[src/common/afsp_defines.vh]
`ifndef AFSP_DEFINES_VH
`define AFSP_DEFINES_VH

`define AFSP_RESULT_W 12
`define AFSP_TOP_BIT 11
`define AFSP_TEN_BIT 10
`define AFSP_ZERO_CODE 12'h000
`define AFSP_FULL_CODE 12'hfff
`define AFSP_LOW_MASK 12'h7ff
`define AFSP_TOP_MASK 12'h800
`define AFSP_PIPE_STAGES 3
`define AFSP_BUF_DEPTH 2
`define AFSP_BUF_PTR_W 1
`define AFSP_SYNC_W 20
`define AFSP_FLAG_LOW 1'b0

`endif

[src/design/afsp_sync_unused_placeholder_removed.v]
`timescale 1ns/100ps
`default_nettype none
`default_nettype wire

[src/design/afsp_buffer.v]
`timescale 1ns/100ps
`default_nettype none
`include "afsp_defines.vh"

module afsp_buffer #(
  parameter WIDTH = 14,
  parameter DEPTH = `AFSP_BUF_DEPTH,
  parameter PTR_W = `AFSP_BUF_PTR_W
) (
  input wire mclk,
  input wire rst_b,
  input wire [WIDTH-1:0] inData,
  input wire inValid,
  output wire inReady,
  output wire [WIDTH-1:0] outData,
  output wire outValid,
  input wire outReady
);

  reg [WIDTH-1:0] store [0:DEPTH-1];
  reg [PTR_W-1:0] wrPtr;
  reg [PTR_W-1:0] rdPtr;
  reg [PTR_W:0] count;
  wire doPush;
  wire doPop;
  integer i;

  // Full and empty come straight from the occupancy count
  assign inReady = (count != DEPTH[PTR_W:0]);
  assign outValid = (count != {(PTR_W+1){1'b0}});
  assign outData = store[rdPtr];
  assign doPush = inValid & inReady;
  assign doPop = outValid & outReady;

  // Pointers wrap at the depth, count tracks push minus pop
  always @(posedge mclk or negedge rst_b) begin
    if (!rst_b) begin
      wrPtr <= {PTR_W{1'b0}};
      rdPtr <= {PTR_W{1'b0}};
      count <= {(PTR_W+1){1'b0}};
    end else begin
      if (doPush) begin
        wrPtr <= (wrPtr == DEPTH[PTR_W-1:0] - 1'b1) ? {PTR_W{1'b0}} : wrPtr + 1'b1;
      end
      if (doPop) begin
        rdPtr <= (rdPtr == DEPTH[PTR_W-1:0] - 1'b1) ? {PTR_W{1'b0}} : rdPtr + 1'b1;
      end
      if (doPush && !doPop) begin
        count <= count + 1'b1;
      end else if (doPop && !doPush) begin
        count <= count - 1'b1;
      end
    end
  end

  // Storage written only on an accepted push
  always @(posedge mclk or negedge rst_b) begin
    if (!rst_b) begin
      for (i = 0; i < DEPTH; i = i + 1) begin
        store[i] <= {WIDTH{1'b0}};
      end
    end else if (doPush) begin
      store[wrPtr] <= inData;
    end
  end

endmodule
`default_nettype wire

[src/design/afsp_top.v]
`timescale 1ns/100ps
`default_nettype none
`include "afsp_defines.vh"

module afsp_top #(
  parameter RESULT_W = `AFSP_RESULT_W,
  parameter STAGES = `AFSP_PIPE_STAGES
) (
  input wire mclk,
  input wire rst_b,
  // Conversion clock pin, sampled and edge detected
  input wire convClk,
  // Quantised front-end value and its range comparators
  input wire [RESULT_W-1:0] sampleCode,
  input wire belowBottom,
  input wire aboveTop,
  // Inversion pads: level and whether anything drives it
  input wire msbInvertPin,
  input wire msbInvertDriven,
  input wire lsbInvertPin,
  input wire lsbInvertDriven,
  // Serial port pins from the host
  input wire shiftClk,
  input wire shiftLoadN,
  // Parallel consumer acceptance, same clock domain
  input wire resultReady,
  output reg [RESULT_W-1:0] resultWord,
  output reg resultValid,
  output reg underflowFlag,
  output reg overflowFlag,
  output reg samplePhase,
  output reg conversionStall,
  output reg serialResultOut
);

  localparam ITEM_W = RESULT_W + 2;

  // Control pin positions in their synchroniser
  localparam CI_CONV = 0;
  localparam CI_SCLK = 1;
  localparam CI_LOAD = 2;
  localparam CTRL_W = 3;

  // Format pin positions in their synchroniser
  localparam FI_MSB = 0;
  localparam FI_LSB = 1;
  localparam FMT_W = 2;

  // Front-end word: code, below-bottom flag, above-top flag
  localparam DI_UNDER = RESULT_W;
  localparam DI_OVER = RESULT_W + 1;
  localparam DATA_W = RESULT_W + 2;

  // Idle pin levels: load strobe (top position) released, both clocks low
  localparam [CTRL_W-1:0] CTRL_IDLE = {1'b1, {(CTRL_W-1){1'b0}}};

  // Raw pin groups and their two synchroniser stages
  wire [CTRL_W-1:0] ctrlIn;
  reg [CTRL_W-1:0] ctrlFirst;
  reg [CTRL_W-1:0] ctrlSecond;
  wire [FMT_W-1:0] fmtIn;
  reg [FMT_W-1:0] fmtFirst;
  reg [FMT_W-1:0] fmtSecond;
  wire [DATA_W-1:0] dataIn;
  reg [DATA_W-1:0] dataFirst;
  reg [DATA_W-1:0] dataSecond;

  // Edge history of the two clock pins
  reg convPrev;
  reg sclkPrev;

  // One-cycle enables and synchronised views
  wire convNow;
  wire convFall;
  wire convRise;
  wire sclkRise;
  wire loadActive;
  wire msbInvert;
  wire lsbInvert;
  wire underNow;
  wire overNow;
  wire [RESULT_W-1:0] codeNow;

  // Conversion pipeline, one slot per falling conversion edge
  reg [RESULT_W-1:0] stageCode [0:STAGES-1];
  reg [STAGES-1:0] stageUnder;
  reg [STAGES-1:0] stageOver;
  reg [STAGES-1:0] stageValid;
  reg pushPending;
  wire advance;
  integer k;

  // Buffer handshake and unpacked fields
  wire [ITEM_W-1:0] bufInData;
  wire bufInValid;
  wire bufInReady;
  wire [ITEM_W-1:0] bufOutData;
  wire bufOutValid;
  wire bufOutReady;
  wire [RESULT_W-1:0] rawCode;
  wire rawUnder;
  wire rawOver;

  // Formatting and serial shift state
  reg [RESULT_W-1:0] next_resultWord;
  reg [RESULT_W-1:0] clampCode;
  reg [RESULT_W-1:0] shiftReg;
  reg [RESULT_W-1:0] next_shiftReg;

  // Pad pull-downs make an undriven inversion input read low
  assign ctrlIn[CI_CONV] = convClk;
  assign ctrlIn[CI_SCLK] = shiftClk;
  assign ctrlIn[CI_LOAD] = shiftLoadN;
  assign fmtIn[FI_MSB] = msbInvertPin & msbInvertDriven;
  assign fmtIn[FI_LSB] = lsbInvertPin & lsbInvertDriven;
  assign dataIn = {aboveTop, belowBottom, sampleCode};

  // Control synchronisers leave reset at idle, so no false load follows
  always @(posedge mclk or negedge rst_b) begin
    if (!rst_b) begin
      ctrlFirst <= CTRL_IDLE;
      ctrlSecond <= CTRL_IDLE;
    end else begin
      ctrlFirst <= ctrlIn;
      ctrlSecond <= ctrlFirst;
    end
  end

  // Format synchronisers leave reset at the pull-down level
  always @(posedge mclk or negedge rst_b) begin
    if (!rst_b) begin
      fmtFirst <= {FMT_W{1'b0}};
      fmtSecond <= {FMT_W{1'b0}};
    end else begin
      fmtFirst <= fmtIn;
      fmtSecond <= fmtFirst;
    end
  end

  // Front-end word synchroniser; only read on a falling conversion edge
  always @(posedge mclk or negedge rst_b) begin
    if (!rst_b) begin
      dataFirst <= {DATA_W{1'b0}};
      dataSecond <= {DATA_W{1'b0}};
    end else begin
      dataFirst <= dataIn;
      dataSecond <= dataFirst;
    end
  end

  // Synchronised views of the pins
  assign convNow = ctrlSecond[CI_CONV];
  assign loadActive = ~ctrlSecond[CI_LOAD];
  assign msbInvert = fmtSecond[FI_MSB];
  assign lsbInvert = fmtSecond[FI_LSB];
  assign underNow = dataSecond[DI_UNDER];
  assign overNow = dataSecond[DI_OVER];
  assign codeNow = dataSecond[RESULT_W-1:0];

  // Conversion clock edge history
  always @(posedge mclk or negedge rst_b) begin
    if (!rst_b) begin
      convPrev <= 1'b0;
    end else begin
      convPrev <= convNow;
    end
  end

  // Shift clock edge history
  always @(posedge mclk or negedge rst_b) begin
    if (!rst_b) begin
      sclkPrev <= 1'b0;
    end else begin
      sclkPrev <= ctrlSecond[CI_SCLK];
    end
  end

  // One-cycle enables from the clock pins
  assign convFall = convPrev & ~convNow;
  assign convRise = ~convPrev & convNow;
  assign sclkRise = ~sclkPrev & ctrlSecond[CI_SCLK];

  // Tracking while the conversion clock is high, hold after its fall
  always @(posedge mclk or negedge rst_b) begin
    if (!rst_b) begin
      samplePhase <= 1'b0;
    end else begin
      samplePhase <= convNow;
    end
  end

  // A conversion is skipped while the buffer still refuses a word
  assign advance = convFall & ~pushPending;

  // Capture and pipeline, one stage per falling conversion edge
  always @(posedge mclk or negedge rst_b) begin
    if (!rst_b) begin
      for (k = 0; k < STAGES; k = k + 1) begin
        stageCode[k] <= `AFSP_ZERO_CODE;
      end
      stageUnder <= {STAGES{1'b0}};
      stageOver <= {STAGES{1'b0}};
      stageValid <= {STAGES{1'b0}};
    end else if (advance) begin
      // Value present at the falling sample phase is the one held
      stageCode[0] <= codeNow;
      stageUnder[0] <= underNow;
      stageOver[0] <= overNow;
      stageValid[0] <= 1'b1;
      for (k = 1; k < STAGES; k = k + 1) begin
        stageCode[k] <= stageCode[k-1];
        stageUnder[k] <= stageUnder[k-1];
        stageOver[k] <= stageOver[k-1];
        stageValid[k] <= stageValid[k-1];
      end
    end
  end

  // Last stage waits for the rising edge to enter the buffer
  always @(posedge mclk or negedge rst_b) begin
    if (!rst_b) begin
      pushPending <= 1'b0;
    end else if (advance && stageValid[STAGES-2]) begin
      pushPending <= 1'b1;
    end else if (bufInValid && bufInReady) begin
      pushPending <= 1'b0;
    end
  end

  // Report a conversion lost to a full buffer
  always @(posedge mclk or negedge rst_b) begin
    if (!rst_b) begin
      conversionStall <= 1'b0;
    end else begin
      conversionStall <= convFall & pushPending;
    end
  end

  // Offered word: code plus both range flags
  assign bufInValid = pushPending & convRise;
  assign bufInData = {stageOver[STAGES-1], stageUnder[STAGES-1], stageCode[STAGES-1]};

  afsp_buffer #(
    .WIDTH(ITEM_W),
    .DEPTH(`AFSP_BUF_DEPTH),
    .PTR_W(`AFSP_BUF_PTR_W)
  ) resultBuffer (
    .mclk(mclk),
    .rst_b(rst_b),
    .inData(bufInData),
    .inValid(bufInValid),
    .inReady(bufInReady),
    .outData(bufOutData),
    .outValid(bufOutValid),
    .outReady(bufOutReady)
  );

  // Output latch opens when empty or when the consumer takes the word
  assign bufOutReady = ~resultValid | resultReady;
  assign rawCode = bufOutData[RESULT_W-1:0];
  assign rawUnder = bufOutData[RESULT_W];
  assign rawOver = bufOutData[RESULT_W+1];

  // Range clamp ahead of formatting
  always @* begin
    clampCode = rawCode;
    if (rawUnder) begin
      clampCode = `AFSP_ZERO_CODE;
    end else if (rawOver) begin
      clampCode = `AFSP_FULL_CODE;
    end
  end

  // Format with the inversion pair; straight binary when neither is set
  always @* begin
    next_resultWord = clampCode;
    if (msbInvert) begin
      next_resultWord = next_resultWord ^ `AFSP_TOP_MASK;
    end
    if (lsbInvert) begin
      next_resultWord = next_resultWord ^ `AFSP_LOW_MASK;
    end
  end

  // Output register; inversion changes show only when it loads
  always @(posedge mclk or negedge rst_b) begin
    if (!rst_b) begin
      resultWord <= `AFSP_ZERO_CODE;
    end else if (bufOutValid && bufOutReady) begin
      resultWord <= next_resultWord;
    end
  end

  // Valid holds until the consumer takes the word
  always @(posedge mclk or negedge rst_b) begin
    if (!rst_b) begin
      resultValid <= 1'b0;
    end else if (bufOutValid && bufOutReady) begin
      resultValid <= 1'b1;
    end else if (resultReady) begin
      resultValid <= 1'b0;
    end
  end

  // Underflow flag passes untouched by the inversion inputs
  always @(posedge mclk or negedge rst_b) begin
    if (!rst_b) begin
      underflowFlag <= `AFSP_FLAG_LOW;
    end else if (bufOutValid && bufOutReady) begin
      underflowFlag <= rawUnder;
    end
  end

  // Overflow flag passes untouched by the inversion inputs
  always @(posedge mclk or negedge rst_b) begin
    if (!rst_b) begin
      overflowFlag <= `AFSP_FLAG_LOW;
    end else if (bufOutValid && bufOutReady) begin
      overflowFlag <= rawOver;
    end
  end

  // Serial shift register: level load wins over shifting
  always @* begin
    next_shiftReg = shiftReg;
    if (loadActive) begin
      next_shiftReg = resultWord;
    end else if (sclkRise) begin
      // Shift only with the strobe released high
      next_shiftReg = {shiftReg[`AFSP_TEN_BIT:0], 1'b0};
    end
  end

  // Shift register state
  always @(posedge mclk or negedge rst_b) begin
    if (!rst_b) begin
      shiftReg <= `AFSP_ZERO_CODE;
    end else begin
      shiftReg <= next_shiftReg;
    end
  end

  // Serial pin follows the top bit of the next shift register value
  always @(posedge mclk or negedge rst_b) begin
    if (!rst_b) begin
      serialResultOut <= 1'b0;
    end else begin
      serialResultOut <= next_shiftReg[`AFSP_TOP_BIT];
    end
  end

endmodule
`default_nettype wire

[config.mk]
export PLATFORM = sky130hd
export DESIGN_NAME = afsp_top
export DESIGN_NICKNAME = d
export VERILOG_FILES = /design/src/design/afsp_sync_unused_placeholder_removed.v /design/src/design/afsp_buffer.v /design/src/design/afsp_top.v
export VERILOG_INCLUDE_DIRS = /design/src /design/src/common
export SDC_FILE = /design/constraint.sdc
export NUM_CORES = 1
export LEC_CHECK = 0
export BUFFER_PORTS_ARGS = -buffer_cell sky130_fd_sc_hd__buf_2
export CAP_MARGIN = 20
export CORE_MARGIN = 2
export CORE_UTILIZATION = 54
export CTS_CLUSTER_DIAMETER = 80
export CTS_CLUSTER_SIZE = 25
export DETAILED_ROUTE_END_ITERATION = 7
export GPL_TIMING_DRIVEN = 1
export PLACE_DENSITY = 0.77
export SETUP_SLACK_MARGIN = 0.05
export SYNTH_ARGS = -nofsm -noshare
export SYNTH_HDL_FRONTEND = slang
export SYNTH_HIERARCHICAL = 1
export SYNTH_SLANG_ARGS = --single-unit
[constraint.sdc]
create_clock -name mclk -period 4 [get_ports mclk]
set_input_delay 0 -clock mclk [delete_from_list [all_inputs] [get_ports mclk]]
set_output_delay 0 -clock mclk [all_outputs]
set_load 0.005 [all_outputs]
==> run summary <==
Core Box Area: 10230 um^2
EDFF count, synth: 0
initial antenna violation count: 0
asr flop ratio synth: 1.000
CTS tree: yes
Required @ worst endpoint: 4.42 ns
Worst-Skew Late Latency: 0.50 ns
Int Pwr: 3.803 mW
FMAX: 0.4603 GHz
fin crit period: 2.172 ns
maxcap violations: 0
final critical-path share of the clock period: 0.5431
Max clock buf depth: 2
largest family of logic cells by synthesized area: multiplexers
Worst Path Buf+Inv: 0
run status: finished, violations left
failing checks: negative hold slack
CP peak stage delay: 0.72 ns
HPWL after DPL: 5.228 mm
Root Buffer: clkbuf_8
vias: 2920
largest net degree at the start of global routing: 118
Synth Cell Area: 5627 um^2
Slew Limit Fails: 0
# setup viols final: 0
most frequent cell after synthesis: dfrtp_1
clock network fraction of total power: 0.294
htree depth: 4
initial core utilization: 0.5500
DRC violations left: 0
Post-Synth Adder-Cell Area: 0.002224
#FFs+latches synth: 145
Total Nets Final: 456
drt via density: 5.034
Crit Path Max Fanout: 15
RSZ-0062 raised after global routing: no
DIE AREA: 11250 um^2
layout cells sized above 1: 0.4212
Power Total: 5.261 mW
Post-Synth XOR/XNOR Area: 0.009340
Comb pwr share: 0.256
total negative slack: 0 ns
Final Hold Viols: 11
Crit Path Category: reg2reg
post-CTS setup repair buffer count: 0
sw frac: 0.2772
# diodes: 0
wire per inst: 14.44 um
synth cell count leaders: dfrtp_1 (143), mux2_2 (84), o21ai_0 (25)
DIE WIDTH: 106.1 um
Synth area leaders: dfrtp_1 (64%), mux2_2 (17%), mux2_4 (5.3%)
post-synthesis mux area share: 0.2293
Worst-Margin Slew: 0.8572 ns
IO Count: 42
startpoint types: flip-flop
clock slew at reported path FFs: 0.06 ns
CP top delay family: flip-flops
share of the yosys chip area belonging to registers: 0.6453
Sequential Power Share: 0.450
distinct cell type count after synthesis: 30
Worst R2R Start: resultBuffer/rdPtr
yosys warns: 6
Sink Count: 145
slew margin rel.: 0.4286
IO Port Bufs: 41
Synth Area in Compound Gates: 0.04914
Critical path origin: resultBuffer/rdPtr
Resized Gates After CTS: 0
worst min path class: in2async
final hold slack: -0.01028 ns
row cnt: 37
vias in the first global route: 2928
Num CTS Buffers: 17
dpl ws: 1.906 ns
Max Clock Skew: 0.005411 ns
simple-gate share of the synthesized area: 0.03469
Post-Syn Nets: 392
area delta synth->final: 19.17%
leading area contributor after synthesis: dfrtp_1
initial detailed-routing violation count: 134
1st-pass router iterations: 4
Arr. time, crit path: 2.59 ns
first-pass GRT wire length: 14.27 mm
Lkg Pwr: 2.992 nW
critical path capture point type: flip-flop
gr ovfl total: 0
die height: 106.1 um
Psw: 1.459 mW
cell-by-cell listing of the critical path: mux2_2 -> nor2_1 -> o21ai_0 -> a31oi_1
slowest cell on the critical path: dfrtp_1
setup ws final: 1.828 ns
Antenna Nets Post-Route: 0
All-Layer GR Usage: 0.1644
Synth top area share: 0.6360
Routed Wire Length: 8.376 mm
Primary FF master, synth: dfrtp_1
PwrDens: 784.6 nW/um^2
peak supply drop: 311.2 uV
Placer Congestion: 0.7514
final core occ: 0.6554
mean area per synthesized cell: 15.33 um^2
Syn Inst Count: 367
[flip-flops by register name (all words and copies together), names as in the netlist, 11 cells and up]
register / flops
bufInData: 12
shiftReg: 11
dataFirst: 14
resultWord: 12
dataSecond: 14
stageCode: 24
resultBuffer/store: 28
[placed cells by master (no fill, tap or decap), types with 4 or more instances in the layout]
| cell type | synthesis | layout |
|---|---|---|
| dfrtp_1 | 143 | 143 |
| clkbuf_8 | 0 | 4 |
| clkinv_2 | 0 | 4 |
| xor2_1 | 4 | 4 |
| mux2_2 | 84 | 84 |
| dlygate4sd3_1 | 0 | 22 |
| a31oi_1 | 11 | 11 |
| a21oi_1 | 15 | 15 |
| nor2_1 | 14 | 14 |
| o21ai_0 | 25 | 25 |
| mux2_4 | 20 | 20 |
| buf_2 | 4 | 40 |
| clkbuf_16 | 0 | 16 |
[per-stage QoR]
step,std cells,instance area [um^2]
after floorplan,367,5627
after global placement,525,5862
after detailed placement,525,5862
after CTS,579,6678
after global routing,580,6705
final,580,6705
[kinds of logic after synthesis]
family	count (synthesis)
AOI/OAI and AO/OA	52
xor gates and xnor gates	6
adders and majority gates	1
buffers and inverters	23
DFF	145
muxes	108
and+or+nand+nor	32
[what timing repair did]
| action | in CTS | in global routing |
|---|---|---|
| hold buffers | 22 | 0 |
| endpoints found under the setup margin | 0 | 0 |
| hold endpoints to repair | 133 | 0 |
[routing by layer]
metal	part of all wire	vias up	GRT usage	routed length, um
met5	0	-	0	0
met4	0.0035	0	0.06391	29
met3	0.036	2	0.05273	300
met2	0.48	60	0.2521	4035
met1	0.48	1442	0.2209	4010
li1	-	1416	-	-
[power by group through the flow]
stage | clock (mW) | sequential, mW | combinational [mW]
6_report | 1.54 | 2.37 | 1.35
5_1_grt | 1.66 | 2.44 | 1.49
4_1_cts | 1.58 | 2.37 | 1.36
3_5_place_dp | 0 | 2.39 | 1.32
3_3_place_gp | 0 | 2.35 | 1.26
2_1_floorplan | 0 | 2.25 | 1.12
[worst paths after layout]
kind,cells after the start,end,slack (ns)
max,4,resultWord[5],1.83
min,2,resultValid,-0.01
max reg2reg,4,resultWord[5],1.83
min reg2reg,0,ctrlSecond[1],0.35
max in group asynchronous,4,resultBuffer/store[8],2.90
min in group mclk,3,resultValid,0.12
[final cells by class]
class / instances / area, um^2
Timing Repair Buffer: 66 / 474.2
Sequential cell: 145 / 3631
Clock buffer: 22 / 462.9
Tap cell: 136 / 170.2
Multi-Input combinational cell: 199 / 1827
Fill cell: 711 / 3526
Inverter: 2 / 7.507
Clock inverter: 10 / 132.6
Note: power is estimated with default switching activity, not from simulation.
